$ cat config.mk
export PLATFORM = sky130hd
export DESIGN_NAME = refcb_coef_bank
export DESIGN_NICKNAME = d
export VERILOG_FILES = /design/src/rtl/refcb_pkg.sv /design/src/rtl/refcb_bank_if.sv /design/src/rtl/refcb_byte_store.sv /design/src/rtl/refcb_coef_bank.sv
export SDC_FILE = /design/constraint.sdc
export NUM_CORES = 1
export LEC_CHECK = 0
export ABC_AREA = 1
export ABC_CLOCK_PERIOD_IN_PS = 2590
export BUFFER_PORTS_ARGS = -buffer_cell sky130_fd_sc_hd__buf_2
export CORE_ASPECT_RATIO = 1.5
export CORE_MARGIN = 2
export CORE_UTILIZATION = 53
export CTS_CLUSTER_DIAMETER = 120
export DETAILED_ROUTE_END_ITERATION = 7
export HOLD_SLACK_MARGIN = 0.02
export PLACE_DENSITY = 0.83
export SETUP_SLACK_MARGIN = 0.02
export SYNTH_ARGS = -nofsm -noshare
export SYNTH_HDL_FRONTEND = slang
export SYNTH_SLANG_ARGS = --single-unit
$ cat constraint.sdc
create_clock -name clk -period 2.59 [get_ports clk]
set_input_delay 0.1295 -clock clk [delete_from_list [all_inputs] [get_ports clk]]
set_output_delay 0.1295 -clock clk [all_outputs]
set_load 0.01 [all_outputs]
$ cat src/rtl/refcb_pkg.sv
// Constants for the right-channel effects coefficient bank
package refcb_pkg;
    localparam int unsigned NUM_REGS = 10;
    localparam int unsigned NUM_COEFS = 5;
    localparam int unsigned ADDR_W = 7;
    localparam int unsigned DATA_W = 8;
    localparam int unsigned PAGE_W = 8;
    localparam int unsigned COEF_W = 16;
    localparam logic [PAGE_W-1:0] COEF_PAGE = 8'h01;
    localparam logic [ADDR_W-1:0] ADDR_FIRST = 7'h23;
    localparam logic [ADDR_W-1:0] ADDR_LAST = 7'h2c;
    // Register offsets, upper byte first for each coefficient
    localparam logic [ADDR_W-1:0] RIGHT_FX_NUM4_HIGH = 7'h23;
    localparam logic [ADDR_W-1:0] RIGHT_FX_NUM4_LOW = 7'h24;
    localparam logic [ADDR_W-1:0] RIGHT_FX_NUM5_HIGH = 7'h25;
    localparam logic [ADDR_W-1:0] RIGHT_FX_NUM5_LOW = 7'h26;
    localparam logic [ADDR_W-1:0] RIGHT_FX_DEN1_HIGH = 7'h27;
    localparam logic [ADDR_W-1:0] RIGHT_FX_DEN1_LOW = 7'h28;
    localparam logic [ADDR_W-1:0] RIGHT_FX_DEN2_HIGH = 7'h29;
    localparam logic [ADDR_W-1:0] RIGHT_FX_DEN2_LOW = 7'h2a;
    localparam logic [ADDR_W-1:0] RIGHT_FX_DEN4_HIGH = 7'h2b;
    localparam logic [ADDR_W-1:0] RIGHT_FX_DEN4_LOW = 7'h2c;
    // Reset values, indexed from ADDR_FIRST
    localparam logic [DATA_W-1:0] RESET_VAL [NUM_REGS] = '{
        8'h96, 8'h66,  // numerator_coef_4
        8'h67, 8'h5d,  // numerator_coef_5
        8'h7d, 8'h83,  // denominator_coef_1
        8'h84, 8'hee,  // denominator_coef_2
        8'h7d, 8'h83   // denominator_coef_4
    };
    // Coefficient slot numbers on the coef output
    localparam int unsigned SLOT_NUM4 = 0;
    localparam int unsigned SLOT_NUM5 = 1;
    localparam int unsigned SLOT_DEN1 = 2;
    localparam int unsigned SLOT_DEN2 = 3;
    localparam int unsigned SLOT_DEN4 = 4;
    localparam logic [DATA_W-1:0] RDATA_IDLE = 8'h00;
endpackage : refcb_pkg

$ cat src/rtl/refcb_bank_if.sv
// Write and readback path between decoder and byte storage
`timescale 1ns/1ps
interface refcb_bank_if #(
    parameter int unsigned N = refcb_pkg::NUM_REGS
);
    logic [N-1:0] wr_sel;
    logic [refcb_pkg::DATA_W-1:0] wdata;
    logic [refcb_pkg::DATA_W-1:0] bytes [N];

    modport ctrl (output wr_sel, output wdata, input bytes);
    modport store (input wr_sel, input wdata, output bytes);
endinterface : refcb_bank_if

$ cat src/rtl/refcb_byte_store.sv
// Ten byte registers holding the coefficient halves
`timescale 1ns/1ps
module refcb_byte_store #(
    parameter int unsigned N = refcb_pkg::NUM_REGS
) (
    // Clock and reset
    input wire logic clk,
    input wire logic rst,
    // Bank access
    refcb_bank_if.store bank
);
    logic [refcb_pkg::DATA_W-1:0] byte_q [N];
    logic [refcb_pkg::DATA_W-1:0] byte_d [N];

    genvar i;
    generate
        for (i = 0; i < N; i++) begin : g_byte
            always_comb begin
                byte_d[i] = byte_q[i];
                if (bank.wr_sel[i]) begin
                    byte_d[i] = bank.wdata;
                end
            end

            always_ff @(posedge clk or posedge rst) begin
                if (rst) begin
                    byte_q[i] <= refcb_pkg::RESET_VAL[i];  // see R02 see R03 see R04 see R05
                end else begin
                    byte_q[i] <= byte_d[i];
                end
            end

            assign bank.bytes[i] = byte_q[i];
        end
    endgenerate
endmodule : refcb_byte_store

$ cat src/rtl/refcb_coef_bank.sv
// Right-channel effects filter coefficient bank on the control port
`timescale 1ns/1ps
// Summary of operation
// Each coefficient is a signed 16-bit value, upper byte bits 15:8, lower 7:0.
// Numerator 4 resets to upper 0x96, lower 0x66.
// Numerator 5 resets to upper 0x67, lower 0x5d.
// Denominator 1 resets to upper 0x7d, lower 0x83.
// Denominator 2 resets to upper 0x84, lower 0xee.
// Denominator 4 resets to upper 0x7d, lower 0x83.
// All ten bytes read and write fully; reads return last write or reset value.
// Bank decodes only page 1, addresses 35 to 44, upper byte first; read valid still answers every read strobe, hit or miss.
module refcb_coef_bank (
    // Clock and reset
    input wire logic clk,
    input wire logic rst,
    // Control port
    input wire logic [refcb_pkg::PAGE_W-1:0] page_sel,
    input wire logic [refcb_pkg::ADDR_W-1:0] reg_addr,
    input wire logic reg_wr_en,
    input wire logic reg_rd_en,
    input wire logic [refcb_pkg::DATA_W-1:0] reg_wdata,
    output logic [refcb_pkg::DATA_W-1:0] reg_rdata,
    output logic reg_rd_valid,
    output logic reg_rd_hit,
    // Coefficients to the filter
    output logic signed [refcb_pkg::COEF_W-1:0] coef_num4,
    output logic signed [refcb_pkg::COEF_W-1:0] coef_num5,
    output logic signed [refcb_pkg::COEF_W-1:0] coef_den1,
    output logic signed [refcb_pkg::COEF_W-1:0] coef_den2,
    output logic signed [refcb_pkg::COEF_W-1:0] coef_den4
);
    localparam int unsigned N = refcb_pkg::NUM_REGS;
    localparam int unsigned IDX_W = $clog2(N);
    // Each coefficient takes two neighbouring byte slots in the store, upper byte first
    localparam int unsigned BYTES_PER_COEF = refcb_pkg::COEF_W / refcb_pkg::DATA_W;
    localparam int unsigned HIGH_SLOT = 0;
    localparam int unsigned LOW_SLOT = 1;
    // numerator_coef_4
    localparam logic [IDX_W-1:0] IDX_NUM4_HIGH = IDX_W'(refcb_pkg::SLOT_NUM4 * BYTES_PER_COEF + HIGH_SLOT);
    localparam logic [IDX_W-1:0] IDX_NUM4_LOW = IDX_W'(refcb_pkg::SLOT_NUM4 * BYTES_PER_COEF + LOW_SLOT);
    // numerator_coef_5
    localparam logic [IDX_W-1:0] IDX_NUM5_HIGH = IDX_W'(refcb_pkg::SLOT_NUM5 * BYTES_PER_COEF + HIGH_SLOT);
    localparam logic [IDX_W-1:0] IDX_NUM5_LOW = IDX_W'(refcb_pkg::SLOT_NUM5 * BYTES_PER_COEF + LOW_SLOT);
    // denominator_coef_1
    localparam logic [IDX_W-1:0] IDX_DEN1_HIGH = IDX_W'(refcb_pkg::SLOT_DEN1 * BYTES_PER_COEF + HIGH_SLOT);
    localparam logic [IDX_W-1:0] IDX_DEN1_LOW = IDX_W'(refcb_pkg::SLOT_DEN1 * BYTES_PER_COEF + LOW_SLOT);
    // denominator_coef_2
    localparam logic [IDX_W-1:0] IDX_DEN2_HIGH = IDX_W'(refcb_pkg::SLOT_DEN2 * BYTES_PER_COEF + HIGH_SLOT);
    localparam logic [IDX_W-1:0] IDX_DEN2_LOW = IDX_W'(refcb_pkg::SLOT_DEN2 * BYTES_PER_COEF + LOW_SLOT);
    // denominator_coef_4
    localparam logic [IDX_W-1:0] IDX_DEN4_HIGH = IDX_W'(refcb_pkg::SLOT_DEN4 * BYTES_PER_COEF + HIGH_SLOT);
    localparam logic [IDX_W-1:0] IDX_DEN4_LOW = IDX_W'(refcb_pkg::SLOT_DEN4 * BYTES_PER_COEF + LOW_SLOT);

    refcb_bank_if #(.N(N)) bank ();

    logic page_hit;
    logic window_hit;
    logic slot_hit;
    logic addr_hit;
    logic wr_accept;
    logic rd_accept;
    logic [IDX_W-1:0] idx;
    logic [refcb_pkg::DATA_W-1:0] rd_byte;
    logic [refcb_pkg::DATA_W-1:0] rdata_d;
    logic [refcb_pkg::DATA_W-1:0] rdata_q;
    logic rd_valid_d;
    logic rd_valid_q;
    logic rd_hit_d;
    logic rd_hit_q;
    logic signed [refcb_pkg::COEF_W-1:0] coef [refcb_pkg::NUM_COEFS];

    // Decode: other pages share these offsets, so the page must match too
    assign page_hit = (page_sel == refcb_pkg::COEF_PAGE);
    assign window_hit = (reg_addr >= refcb_pkg::ADDR_FIRST) && (reg_addr <= refcb_pkg::ADDR_LAST);

    // Offset to byte slot, written by register name so it reads like the register map
    always_comb begin
        slot_hit = 1'b1;
        idx = '0;
        case (reg_addr)
            // numerator_coef_4
            refcb_pkg::RIGHT_FX_NUM4_HIGH: begin
                idx = IDX_NUM4_HIGH;
            end
            refcb_pkg::RIGHT_FX_NUM4_LOW: begin
                idx = IDX_NUM4_LOW;
            end
            // numerator_coef_5
            refcb_pkg::RIGHT_FX_NUM5_HIGH: begin
                idx = IDX_NUM5_HIGH;
            end
            refcb_pkg::RIGHT_FX_NUM5_LOW: begin
                idx = IDX_NUM5_LOW;
            end
            // denominator_coef_1
            refcb_pkg::RIGHT_FX_DEN1_HIGH: begin
                idx = IDX_DEN1_HIGH;
            end
            refcb_pkg::RIGHT_FX_DEN1_LOW: begin
                idx = IDX_DEN1_LOW;
            end
            // denominator_coef_2
            refcb_pkg::RIGHT_FX_DEN2_HIGH: begin
                idx = IDX_DEN2_HIGH;
            end
            refcb_pkg::RIGHT_FX_DEN2_LOW: begin
                idx = IDX_DEN2_LOW;
            end
            // denominator_coef_4
            refcb_pkg::RIGHT_FX_DEN4_HIGH: begin
                idx = IDX_DEN4_HIGH;
            end
            refcb_pkg::RIGHT_FX_DEN4_LOW: begin
                idx = IDX_DEN4_LOW;
            end
            default: begin
                slot_hit = 1'b0;
                idx = '0;
            end
        endcase
    end

    // The window test guards the slot map against a mistyped offset
    assign addr_hit = page_hit && window_hit && slot_hit;
    assign wr_accept = reg_wr_en && addr_hit;
    assign rd_accept = reg_rd_en && addr_hit;

    genvar i;
    generate
        for (i = 0; i < N; i++) begin : g_sel
            assign bank.wr_sel[i] = wr_accept && (idx == IDX_W'(i));
        end
        for (i = 0; i < refcb_pkg::NUM_COEFS; i++) begin : g_coef
            // Bytes land one at a time, so between the two writes the filter sees a half-new value
            assign coef[i] = {
                bank.bytes[BYTES_PER_COEF * i + HIGH_SLOT],
                bank.bytes[BYTES_PER_COEF * i + LOW_SLOT]
            };
        end
    endgenerate

    assign bank.wdata = reg_wdata;

    refcb_byte_store #(.N(N)) u_store (
        .clk(clk),
        .rst(rst),
        .bank(bank.store)
    );

    // Named legs keep the read mux to the ten real slots; any other index gives idle data
    always_comb begin
        rd_byte = refcb_pkg::RDATA_IDLE;
        case (idx)
            IDX_NUM4_HIGH: rd_byte = bank.bytes[IDX_NUM4_HIGH];
            IDX_NUM4_LOW: rd_byte = bank.bytes[IDX_NUM4_LOW];
            IDX_NUM5_HIGH: rd_byte = bank.bytes[IDX_NUM5_HIGH];
            IDX_NUM5_LOW: rd_byte = bank.bytes[IDX_NUM5_LOW];
            IDX_DEN1_HIGH: rd_byte = bank.bytes[IDX_DEN1_HIGH];
            IDX_DEN1_LOW: rd_byte = bank.bytes[IDX_DEN1_LOW];
            IDX_DEN2_HIGH: rd_byte = bank.bytes[IDX_DEN2_HIGH];
            IDX_DEN2_LOW: rd_byte = bank.bytes[IDX_DEN2_LOW];
            IDX_DEN4_HIGH: rd_byte = bank.bytes[IDX_DEN4_HIGH];
            IDX_DEN4_LOW: rd_byte = bank.bytes[IDX_DEN4_LOW];
            default: rd_byte = refcb_pkg::RDATA_IDLE;
        endcase
    end

    // Read data: a read in the same cycle as a write sees the old byte
    always_comb begin
        rdata_d = refcb_pkg::RDATA_IDLE;
        if (rd_accept) begin
            rdata_d = rd_byte;
        end
    end

    always_ff @(posedge clk or posedge rst) begin
        if (rst) begin
            rdata_q <= refcb_pkg::RDATA_IDLE;
        end else begin
            rdata_q <= rdata_d;
        end
    end

    // Read valid answers every read strobe, hit or miss
    always_comb begin
        rd_valid_d = reg_rd_en;
    end

    always_ff @(posedge clk or posedge rst) begin
        if (rst) begin
            rd_valid_q <= 1'b0;
        end else begin
            rd_valid_q <= rd_valid_d;
        end
    end

    // Read hit tells software whether the data came from this bank
    always_comb begin
        rd_hit_d = rd_accept;
    end

    always_ff @(posedge clk or posedge rst) begin
        if (rst) begin
            rd_hit_q <= 1'b0;
        end else begin
            rd_hit_q <= rd_hit_d;
        end
    end

    assign reg_rdata = rdata_q;
    assign reg_rd_valid = rd_valid_q;
    assign reg_rd_hit = rd_hit_q;

    assign coef_num4 = coef[refcb_pkg::SLOT_NUM4];
    assign coef_num5 = coef[refcb_pkg::SLOT_NUM5];
    assign coef_den1 = coef[refcb_pkg::SLOT_DEN1];
    assign coef_den2 = coef[refcb_pkg::SLOT_DEN2];
    assign coef_den4 = coef[refcb_pkg::SLOT_DEN4];
endmodule : refcb_coef_bank

## Yosys cells after proc, flatten, opt, wreduce, memory -nomap -nowiden

Index checks and enable logic that the tools add are counted.

- Bits of input ports: 27
- Output and inout port bits: 90
- Logic and storage cells: 56
- Bits in registers: 90

- Equal/unequal tests: 20
- $lt $le $gt $ge: 2
- Muxes and demuxes: 4
- Reduce and logical (&&, ||, !) cells: 17

Operators with widths:

| kind | count |
|---|---|
| 8-bit case mux with 10 select lines | 1 |
| 7-bit by 6-bit == test with 1-bit output (second input constant) | 10 |
| 4-bit case mux with 9 select lines | 1 |
| 4-bit by 3-bit == test with 1-bit output (second input constant) | 4 |
| 1-bit logical AND | 15 |
| 10-bit OR reduction | 1 |
| 4-bit by 2-bit == test with 1-bit output (second input constant) | 2 |
| 4-bit == test (second input constant) | 2 |
| 8-bit by 1-bit == test with 1-bit output (second input constant) | 1 |
| 8-bit two-way mux | 1 |
| 7-bit by 6-bit >= comparator with 1-bit output (second input constant) | 1 |
| 7-bit by 6-bit <= comparator with 1-bit output (second input constant) | 1 |
| 4-bit by 1-bit == test with 1-bit output (second input constant) | 1 |
| 4-bit logical NOT | 1 |
| 1-bit two-way mux | 1 |

## Logic depth before layout (Yosys ltp)

Gate-level depths: netlist of the first run.

- Depth after elaboration: 6
- Depth in mapped cells: 11
- Depth with buffers taken out: 11

## Hierarchy

A second synthesis of the first run with hierarchy kept.

- Cell total of the unflattened synthesis: 587
- Area total of the unflattened synthesis: 4524.3 µm²

Modules (own cells, without submodules):

| module | sequential area each (µm²) | instances | cells each | area each (µm²) |
|---|---|---|---|---|
| refcb_byte_store | 2057.0 | 1 | 349 | 3151.8 |
| refcb_coef_bank | 250.2 | 1 | 238 | 1372.6 |

## Worst setup path before layout of the first run

Ideal clock, no wire load.

- Path type: in2reg
- From: input reg_addr[6] in the netlist's numbering
- To: register u_store.byte_q (netlist bit u_store.bank.bytes[43])
- Library setup time: 82 ps
- Path slack: 1264 ps
- Stages: 10
- Arrival time: 1244 ps
- Cells stage by stage: inv_1 > nand2_1 > inv_1 > nand4_2 > nor3_4 > buf_4 > nand2_2 > buf_2 > nand2_1 > o21ai_1

- Word-level cells in the longest chain between the ends: 6
- Elaborated cells between the ends (all ways): 21
- Classes of those cells: 2 x order compare; 11 x eq/ne; 2 x mux; 6 x reduce/logical

Ends and longest elaborated chain:

| element | RTL line | RTL |
|---|---|---|
| from (decl) | refcb_coef_bank.sv:18 | `input wire logic [refcb_pkg::ADDR_W-1:0] reg_addr,` |
| 7-bit by 6-bit >= comparator with 1-bit output, or another cell as far along | refcb_coef_bank.sv:74 | `assign window_hit = (reg_addr >= refcb_pkg::ADDR_FIRST) && (reg_addr <= refcb_pkg::ADDR_LAST);` |
| 1-bit logical AND / 10-bit OR reduction (equally long branches) | - |  |
| 1-bit logical AND / 1-bit two-way mux (equally long branches) | refcb_coef_bank.sv:124, refcb_coef_bank.sv:80 |  |
| 1-bit logical AND | refcb_coef_bank.sv:124 | `assign addr_hit = page_hit && window_hit && slot_hit;` |
| 1-bit logical AND | refcb_coef_bank.sv:125 | `assign wr_accept = reg_wr_en && addr_hit;` |
| 1-bit logical AND * | refcb_coef_bank.sv:131 | `assign bank.wr_sel[i] = wr_accept && (idx == IDX_W'(i));` |
| to (signal, indexed assignment) | refcb_byte_store.sv:27 | `byte_q[i] <= refcb_pkg::RESET_VAL[i];` |
| to (signal, indexed assignment) | refcb_byte_store.sv:29 | `byte_q[i] <= byte_d[i];` |
| to (decl) | refcb_byte_store.sv:12 | `logic [refcb_pkg::DATA_W-1:0] byte_q [N];` |

Every way passes the cells marked *; elsewhere a longest branch is shown, timed or not.
A chain may end at the register's enable or synchronous reset.

## Final worst setup path of the first run

- From: input reg_addr[6] in the netlist's numbering
- To: register u_store.byte_q (netlist bit u_store.bank.bytes[72])

The elaborated chain is that of the path after synthesis.

==> results of run 1 <==
-- synth_stat cells, drive strengths merged --
library cell and number:
nand4 21, nor2 39, nor3 5, a21oi 1, clkinv 1, nand3 80, nor3b 1, dfrtp 46
o21ai 65, clkbuf 3, dfstp 44, nand2 173, buf 14, inv 29
-- power by group through the flow --
stage | Sequential (mW) | Combinational (mW) | Clock, mW
2_1_floorplan | 1.44 | 0.0793 | 0
5_1_grt | 1.41 | 0.172 | 1.39
3_3_place_gp | 1.44 | 0.146 | 0
3_5_place_dp | 1.44 | 0.149 | 0
4_1_cts | 1.41 | 0.155 | 1.33
6_report | 1.41 | 0.155 | 1.31
-- worst max-delay path: stages --
cell     delay (ns)
buf_2          0.10
inv_1          0.06
nand2_1        0.09
nor2_4         0.35
buf_4          0.29
nand2_1        0.08
nand2_2        0.20
nor2_4         0.09
nand2_1        0.13
nor2_4         0.08
inv_2          0.11
nand2_1        0.06
nand2_1        0.06
-- flip-flops by register name, summed over array words and instances, names as in the netlist --
signal              count
reg_rd_hit              1
reg_rd_valid            1
reg_rdata               8
u_store.bank.bytes     80
-- logic make-up after synthesis --
group | after synthesis | synth area share [%]
compound gates | 66 | 7.77
flops | 90 | 53.7
simple gates | 319 | 34.0
buf+inv | 47 | 4.63
-- through the flow --
step                power, mW  instance area [um^2]  util (%)
floorplan                1.52                  4300         -
global route             2.98                  5340      67.1
global placement         1.58                  4990      62.7
CTS                      2.90                  5340      67.1
detailed placement       1.58                  4990      62.7
finish                   2.88                  5340      67.1
-- routing by layer --
metal	up-vias	wire (um)
li1	1985	-
met1	2028	5100
met2	195	6490
met3	48	710
met4	0	682
met5	-	0
-- worst paths after layout --
path | to | slack, ns | cells after the start
worst max-delay path | u_store.bank.bytes[72] | 1.02 | 13
worst min-delay path | u_store.bank.bytes[79] | 0.03 | 3
worst max register to register | reg_rdata[1] | 1.40 | 6
worst min register to register | u_store.bank.bytes[43] | 0.48 | 2
max in group asynchronous | u_store.bank.bytes[7] | 1.43 | 4
min in group asynchronous | u_store.bank.bytes[27] | 0.41 | 3
-- layout make-up --
class	instances	area, um^2	area share (%)
Clock inverter	6	66.3	1.24
Tap cell	105	131	2.46
Multi-Input combinational cell	385	1790	33.6
Timing Repair Buffer	127	686	12.8
Inverter	30	114	2.13
Clock buffer	10	239	4.48
Sequential cell	90	2310	43.2
==> results.json, run 1 <==
{
  "p_seq_share_pct": 49.1,
  "min_from": "reg_wdata[7]",
  "syn-num-nets": 549,
  "cap_violations": 0,
  "synth_area_mm2": 0.00430,
  "fillers": 649,
  "avgViaCountPerCell": 5.65,
  "die_w_um": 77.5,
  "cts_sinks": 90,
  "power_density_mw_per_mm2": 539,
  "dieArea_mm2": 0.00886,
  "gp_congestion": 0.916,
  "reg2reg_from": "u_store.bank.bytes[41]",
  "clk_latency_ns": 0.35,
  "layout-drive-gt1-share_pct": 32.3,
  "area_growth_syn_to_layout_pct": 24.1,
  "worstMarginPinSlew_ns": 0.673,
  "post_cts_buffers": 0,
  "stdcell_count": 753,
  "drtIter0Drc": 343,
  "required_ns": 2.87,
  "die-height_um": 114,
  "yosysUniqueCellTypes": 23,
  "power.leakage_nw": 2.85,
  "startpoint": "reg_addr[6]",
  "p_comb_share_pct": 5.4,
  "cts_made_buffers": 9,
  "skew_ns": 0.00404,
  "synth_area_leaders": "dfstp_2, dfrtp_1, nand2_1",
  "min_path_type": "in -> reg",
  "end_kind": "flop",
  "numPortBuffers": 116,
  "cts_root_buf": "clkbuf_16",
  "max_freq_mhz": 636,
  "period_minus_slack_ns": 1.57,
  "dr.pass1.iters": 5,
  "holdWs_ns": 0.0270,
  "maxSlewViolCount": 0,
  "grt_max_degree": 53,
  "grt_usage_pct": 30.6,
  "fp-row-count": 40,
  "sw_frac_of_total_pct": 22.8,
  "clk_pin_slew_ns": 0.06,
  "finalHoldViolCount": 0,
  "start_util_pct": 54.0,
  "grt_use_met1_pct": 38.0,
  "globalRouteMet2Util_pct": 51.4,
  "use_met3_pct": 3.63,
  "nets": 670,
  "vdd_drop_max_mv": 0.534,
  "final.setup.tns_ns": 0,
  "rsz0062_at_grt": "false",
  "dpl.hpwl_mm": 9.74,
  "layout_commonest_cell": "nand2_1",
  "setup_slack_ns": 1.02,
  "critPathMaxFanout": 19,
  "internal-power_mw": 2.22,
  "htreeDepth": 3,
  "io_pins": 117,
  "wl_mm": 13.0,
  "synth_cells": 522,
  "avgSynthCellArea_um2": 8.24,
  "pre_cts_ws_ns": 0.652,
  "synth_seq_cells": 90,
  "grt_first_pass_wirelength_mm": 20.6,
  "synth_seq_area_share_pct": 53.7,
  "antennaDiodeCount": 0,
  "period_share_pct": 60.7,
  "antenna_found_initial": 0,
  "grt_overflow": 0,
  "vias": 4256,
  "status": "finished, final reports clean",
  "worstSetupPathType": "in -> reg",
  "grt.busiest_layer": "met2",
  "mostFrequentLayoutCells": "nand2_1, buf_2, nand3_1",
  "synth_top_area_share_pct": 26.9,
  "dp.cells": 733,
  "arrival_ns": 1.85,
  "drc": 0,
  "relSlewSlack_pct": 55.1,
  "p_sw_mw": 0.657,
  "cts_max_path_buffers": 2,
  "fp.coreArea_mm2": 0.00796,
  "wl_per_cell_um": 17.2,
  "ys_warn_count": 0,
  "hold_buffers": 4,
  "cts_resized": 0,
  "grt_pass1_vias": 4024,
  "p_clk_share_pct": 45.5,
  "ant_nets": 0,
  "cts_tree": "yes",
  "setup_viol": 0,
  "synth_top_area_cell": "dfstp_2",
  "crit_path_start_kind": "input pin"
}
No activity file was read; power rests on OpenSTA's default activity.
==> run 2: changes to the inputs <==
--- a/config.mk
+++ b/config.mk
@@ -6,15 +6,15 @@
 export NUM_CORES = 1
 export LEC_CHECK = 0
 export ABC_AREA = 1
-export ABC_CLOCK_PERIOD_IN_PS = 2590
+export ABC_CLOCK_PERIOD_IN_PS = 1360
 export BUFFER_PORTS_ARGS = -buffer_cell sky130_fd_sc_hd__buf_2
 export CORE_ASPECT_RATIO = 1.5
 export CORE_MARGIN = 2
-export CORE_UTILIZATION = 53
+export CORE_UTILIZATION = 47
 export CTS_CLUSTER_DIAMETER = 120
 export DETAILED_ROUTE_END_ITERATION = 7
 export HOLD_SLACK_MARGIN = 0.02
-export PLACE_DENSITY = 0.83
+export PLACE_DENSITY = 0.78
 export SETUP_SLACK_MARGIN = 0.02
 export SYNTH_ARGS = -nofsm -noshare
 export SYNTH_HDL_FRONTEND = slang
==> constraint.sdc (replaced) <==
create_clock -name clk -period 1.36 [get_ports clk]
set_input_delay 0.068 -clock clk [delete_from_list [all_inputs] [get_ports clk]]
set_output_delay 0.068 -clock clk [all_outputs]
set_load 0.01 [all_outputs]
==> run 2 against run 1 <==
Effect of this change: die area up 12%; sequential cell count stayed put; clock power grew 110%; design area grew 9.5%; global-route usage shrank 2.5 points; setup slack worse by 0.93 ns; via count increased by 3.6%; clock skew up 0.0028 ns; core utilization fell by 1.2 points; first-iteration DRC count increased by 9.9%; register-to-register slack worse by 1.3 ns; critical path type is now reg -> reg; largest power group is now clock.
==> results.json, run 2 (synthesized netlist as in run 1, its figures left out) <==
{
  "grt_max_degree": 53,
  "numPortBuffers": 116,
  "end_kind": "flop",
  "wl_mm": 13.3,
  "finalHoldViolCount": 0,
  "gp_congestion": 0.951,
  "antenna_found_initial": 0,
  "dpl.hpwl_mm": 9.68,
  "avgViaCountPerCell": 5.44,
  "rsz0062_at_grt": "true",
  "crit_path_start_kind": "flop",
  "layout-drive-gt1-share_pct": 36.2,
  "min_path_type": "in -> reg",
  "cts_tree": "yes",
  "fp-row-count": 42,
  "clk_latency_ns": 0.34,
  "critPathMaxFanout": 3,
  "globalRouteMet2Util_pct": 44.8,
  "period_minus_slack_ns": 1.27,
  "ant_nets": 0,
  "drc": 0,
  "cts_root_buf": "clkbuf_16",
  "required_ns": 1.60,
  "fin_util_pct": 65.8,
  "p_sw_mw": 1.26,
  "period_share_pct": 93.3,
  "final.setup.tns_ns": 0,
  "die_w_um": 82.1,
  "cts_made_buffers": 9,
  "min_from": "reg_wr_en",
  "grt_first_pass_wirelength_mm": 20.9,
  "skew_ns": 0.00686,
  "worstSetupPathType": "reg -> reg",
  "crit_end": "reg_rdata[1]",
  "use_met3_pct": 4.54,
  "nets": 721,
  "vdd_drop_max_mv": 0.731,
  "max_freq_mhz": 788,
  "cts_sinks": 90,
  "dieArea_mm2": 0.00995,
  "cap_violations": 0,
  "relSlewSlack_pct": 62.7,
  "grt_use_met1_pct": 36.7,
  "post_cts_buffers": 0,
  "start_util_pct": 48.4,
  "r2r_cells": 6,
  "grt_pass1_vias": 4066,
  "stdcell_count": 810,
  "worstReg2RegEnd": "reg_rdata[1]",
  "power_density_mw_per_mm2": 991,
  "r2r_slack_ns": 0.09,
  "dp.cells": 783,
  "reg2reg_from": "u_store.bank.bytes[41]",
  "p_seq_share_pct": 46.4,
  "holdWs_ns": 0.226,
  "p_clk_share_pct": 47.0,
  "worstMarginPinSlew_ns": 0.557,
  "clk_pin_slew_ns": 0.06,
  "layout_commonest_cell": "nand2_1",
  "p_comb_share_pct": 6.6,
  "power.leakage_nw": 3.13,
  "maxSlewViolCount": 0,
  "grt_usage_pct": 28.1,
  "htreeDepth": 3,
  "area_growth_syn_to_layout_pct": 36.0,
  "startpoint": "u_store.bank.bytes[41]",
  "sw_frac_of_total_pct": 21.7,
  "setup_viol": 0,
  "wl_per_cell_um": 16.4,
  "finalPower_mw": 5.79,
  "cts_resized": 0,
  "grt_overflow": 0,
  "placed_cell_area_mm2": 0.00541,
  "fp.coreArea_mm2": 0.00888,
  "largest_reg_flops": 80,
  "io_pins": 117,
  "cts_max_path_buffers": 2,
  "arrival_ns": 1.51,
  "setup_slack_ns": 0.0916,
  "internal-power_mw": 4.54,
  "vias": 4408,
  "dr.pass1.iters": 5,
  "mostFrequentLayoutCells": "nand2_1, buf_2, nand3_1",
  "drtIter0Drc": 377,
  "status": "finished, final reports clean",
  "pre_cts_ws_ns": -0.181,
  "grt.busiest_layer": "met2",
  "die-height_um": 121,
  "fin_area_mm2": 0.00585
}
## run 2: worst min path at each step
stage	endpoint	slack, ns	cells past startpoint
detailed placement	u_store.bank.bytes[20]	0.17	3
global route	u_store.bank.bytes[13]	0.24	6
CTS	u_store.bank.bytes[13]	0.22	6
finish	u_store.bank.bytes[13]	0.23	6
floorplan	reg_rd_valid	0.1	0
global placement	u_store.bank.bytes[20]	0.16	3
## run 2: what timing repair did
item	in CTS	in global routing
hold buffers	10	0
endpoints found under the setup margin	0	1
endpoints found under the hold margin	62	0
## run 2: routing by layer
layer	up-vias	share of wire [%]
met1	2057	40
li1	2084	-
met2	233	49
met3	34	6.0
met5	-	0
met4	0	4.5
## run 2: power by group through the flow
stage	logic (mW)	clock network, mW	registers [mW]
floorplan	0.152	0	2.73
global placement	0.352	0	2.73
detailed placement	0.356	0	2.73
CTS	0.379	2.74	2.69
global route	0.415	2.86	2.69
finish	0.381	2.72	2.69
## run 2: area by class of cell
class,instances,area (um^2)
inverters,30,116
flip-flops and latches,90,2310
clock buffers,12,256
repair buffers,178,1160
well taps,110,138
multi-input cells,385,1790
diodes,1,2.50
fillers,706,3030
clock inverters,4,73.8
## run 2: critical path, stage by stage (launching register included)
cell,delay (ns)
dfrtp_1,0.41
nand4_1,0.10
nand3_1,0.11
nor2_1,0.29
nand3_1,0.13
nand2_1,0.09
inv_1,0.04
==> run 3: changes to the inputs <==
--- a/config.mk
+++ b/config.mk
@@ -10,11 +10,12 @@
 export BUFFER_PORTS_ARGS = -buffer_cell sky130_fd_sc_hd__buf_2
 export CORE_ASPECT_RATIO = 1.5
 export CORE_MARGIN = 2
-export CORE_UTILIZATION = 47
+export CORE_UTILIZATION = 35
 export CTS_CLUSTER_DIAMETER = 120
 export DETAILED_ROUTE_END_ITERATION = 7
+export GPL_TIMING_DRIVEN = 0
 export HOLD_SLACK_MARGIN = 0.02
-export PLACE_DENSITY = 0.78
+export PLACE_DENSITY = 0.61
 export SETUP_SLACK_MARGIN = 0.02
 export SYNTH_ARGS = -nofsm -noshare
 export SYNTH_HDL_FRONTEND = slang
==> run 3 against run 2 <==
Effect of this change: sequential cell count is the same; critical path depth grew 5; die area grew 33%; routed wire length grew 9.1%; clock skew grew 0.00097 ns; core utilization shrank 17 points; via count shrank 0.77%; sequential share of layout area is essentially flat; highest routed layer unchanged.
==> results.json, run 3 (synthesized netlist as in run 1, its figures left out) <==
{
  "fp.coreArea_mm2": 0.0120,
  "clk_latency_ns": 0.34,
  "rsz0062_at_grt": "true",
  "path_buf_inv": 4,
  "cts_sinks": 90,
  "required_ns": 1.58,
  "grt_first_pass_wirelength_mm": 21.6,
  "power_density_mw_per_mm2": 956,
  "mostFrequentLayoutCells": "nand2_1, buf_2, nand3_1",
  "largest_reg_flops": 80,
  "dr.pass1.iters": 5,
  "setup_viol": 0,
  "dpl.hpwl_mm": 10.7,
  "wl_mm": 14.5,
  "grt_pass1_vias": 3991,
  "min_path_type": "in -> reg",
  "avgViaCountPerCell": 5.22,
  "arrival_ns": 1.52,
  "max_freq_mhz": 767,
  "dieArea_mm2": 0.0132,
  "start_util_pct": 35.8,
  "worstMarginPinSlew_ns": 0.573,
  "grt_overflow": 0,
  "cp_slowest_cell": "nor2_4",
  "crit_top_cell": "nand2_1",
  "drtIter0Drc": 363,
  "drc": 0,
  "clk_pin_slew_ns": 0.07,
  "htreeDepth": 3,
  "layout-drive-gt1-share_pct": 37.1,
  "grt_usage_pct": 21.6,
  "antennaDiodeCount": 0,
  "end_kind": "flop",
  "path_cells": "buf_2 -> nand2_1 -> inv_1 -> nand2_2 -> nand3_2 -> nor2_4 -> buf_6 -> nand4_4 -> buf_4 -> nand2_1 -> o21ai_0",
  "status": "finished, final reports clean",
  "numPortBuffers": 116,
  "ant_nets": 0,
  "cts_made_buffers": 9,
  "holdWs_ns": 0.197,
  "vias": 4374,
  "relSlewSlack_pct": 61.7,
  "cap_violations": 0,
  "layout_commonest_cell": "nand2_1",
  "final.setup.tns_ns": 0,
  "cpPeakStageDelay_ns": 0.32,
  "skew_ns": 0.00783,
  "finalHoldViolCount": 0,
  "vdd_drop_max_mv": 0.578,
  "worstSetupPathType": "in -> reg",
  "io_pins": 117,
  "critPathMaxFanout": 6,
  "cts_root_buf": "clkbuf_16",
  "period_minus_slack_ns": 1.30,
  "fp-row-count": 49,
  "cts_max_path_buffers": 2,
  "die-height_um": 140,
  "crit_path_start_kind": "input pin",
  "die_w_um": 94.5,
  "maxSlewViolCount": 0,
  "cts_tree": "yes",
  "antenna_found_initial": 0,
  "period_share_pct": 95.8,
  "nets": 707,
  "critical_path.top_delay_family": "simple AND/OR/NAND/NOR gates",
  "area_growth_syn_to_layout_pct": 35.9,
  "power.leakage_nw": 3.08,
  "gp_congestion": 0.911,
  "wl_per_cell_um": 17.3,
  "grt_max_degree": 46
}
==> run 3: cell types whose count changed in the layout (fill, tap and decap cells not counted), sizes merged <==
cell and delta:
buf -21, bufinv -1, clkbuf +6, clkinvlp +2, diode -1
==> run 3: worst paths after layout <==
check	startpoint	cells past startpoint	slack, ns	to
setup / recovery	reg_addr[3]	11	0.06	u_store.bank.bytes[53]
min in group asynchronous	rst	3	0.21	u_store.bank.bytes[20]
hold / removal	reg_wr_en	4	0.20	u_store.bank.bytes[38]
setup reg to reg	u_store.bank.bytes[34]	6	0.12	reg_rdata[2]
max in group asynchronous	rst	4	0.61	u_store.bank.bytes[48]
hold reg to reg	u_store.bank.bytes[74]	2	0.48	u_store.bank.bytes[74]
==> run 3: stage by stage <==
step | utilization, % | total power [mW] | cells | setup slack, ns | instance area [um^2]
global route | 48.6 | 5.75 | 838 | -0.0137 | 5850
floorplan | - | 2.89 | 522 | 0.0954 | 4300
detailed placement | 42.6 | 3.03 | 793 | -0.427 | 5120
CTS | 46.1 | 5.58 | 820 | 0.0125 | 5540
global placement | 42.2 | 3.01 | 791 | -0.400 | 5080
finish | 48.6 | 5.59 | 838 | 0.0566 | 5850
==> run 3: cell type report <==
class	instances	area (um^2)
fillers	1198	6170
flip-flops and latches	90	2310
multi-input cells	385	1900
repair buffers	147	896
clock buffers	11	243
well taps	153	191
plain buffers	17	125
inverters	30	120
clock inverters	5	63.8
==> run 3: repair_timing <==
item / 4_1_cts / 5_1_grt
setup buffers: 1 / 17
gates cloned: 0 / 1
endpoints found under the hold margin: 66 / 0
hold buffers: 10 / 0
endpoints found under the setup margin: 49 / 88
pin swaps: 1 / 7
gates resized for setup: 3 / 64
==> run 3: worst min-delay path: stages <==
cell and delay (ns):
buf_2 0.19, nand4_4 0.13, nand2_1 0.04, o21ai_0 0.06
==> run 3: metal layers <==
layer | track usage [%] | part of all wire [%] | vias up
met2 | 36.8 | 52 | 220
met3 | 3.30 | 7.1 | 33
met5 | 0 | 0 | -
met4 | 10.2 | 3.8 | 0
met1 | 26.3 | 37 | 2071
li1 | - | - | 2050
==> run 3: report_power, final <==
part           switching, mW  internal (mW)  total, mW  leakage [nW]
registers            0.00165           2.69       2.69          1.09
clock network           1.06           1.48       2.54         0.146
logic                  0.252          0.107      0.359          1.84
total                   1.31           4.28       5.59          3.08
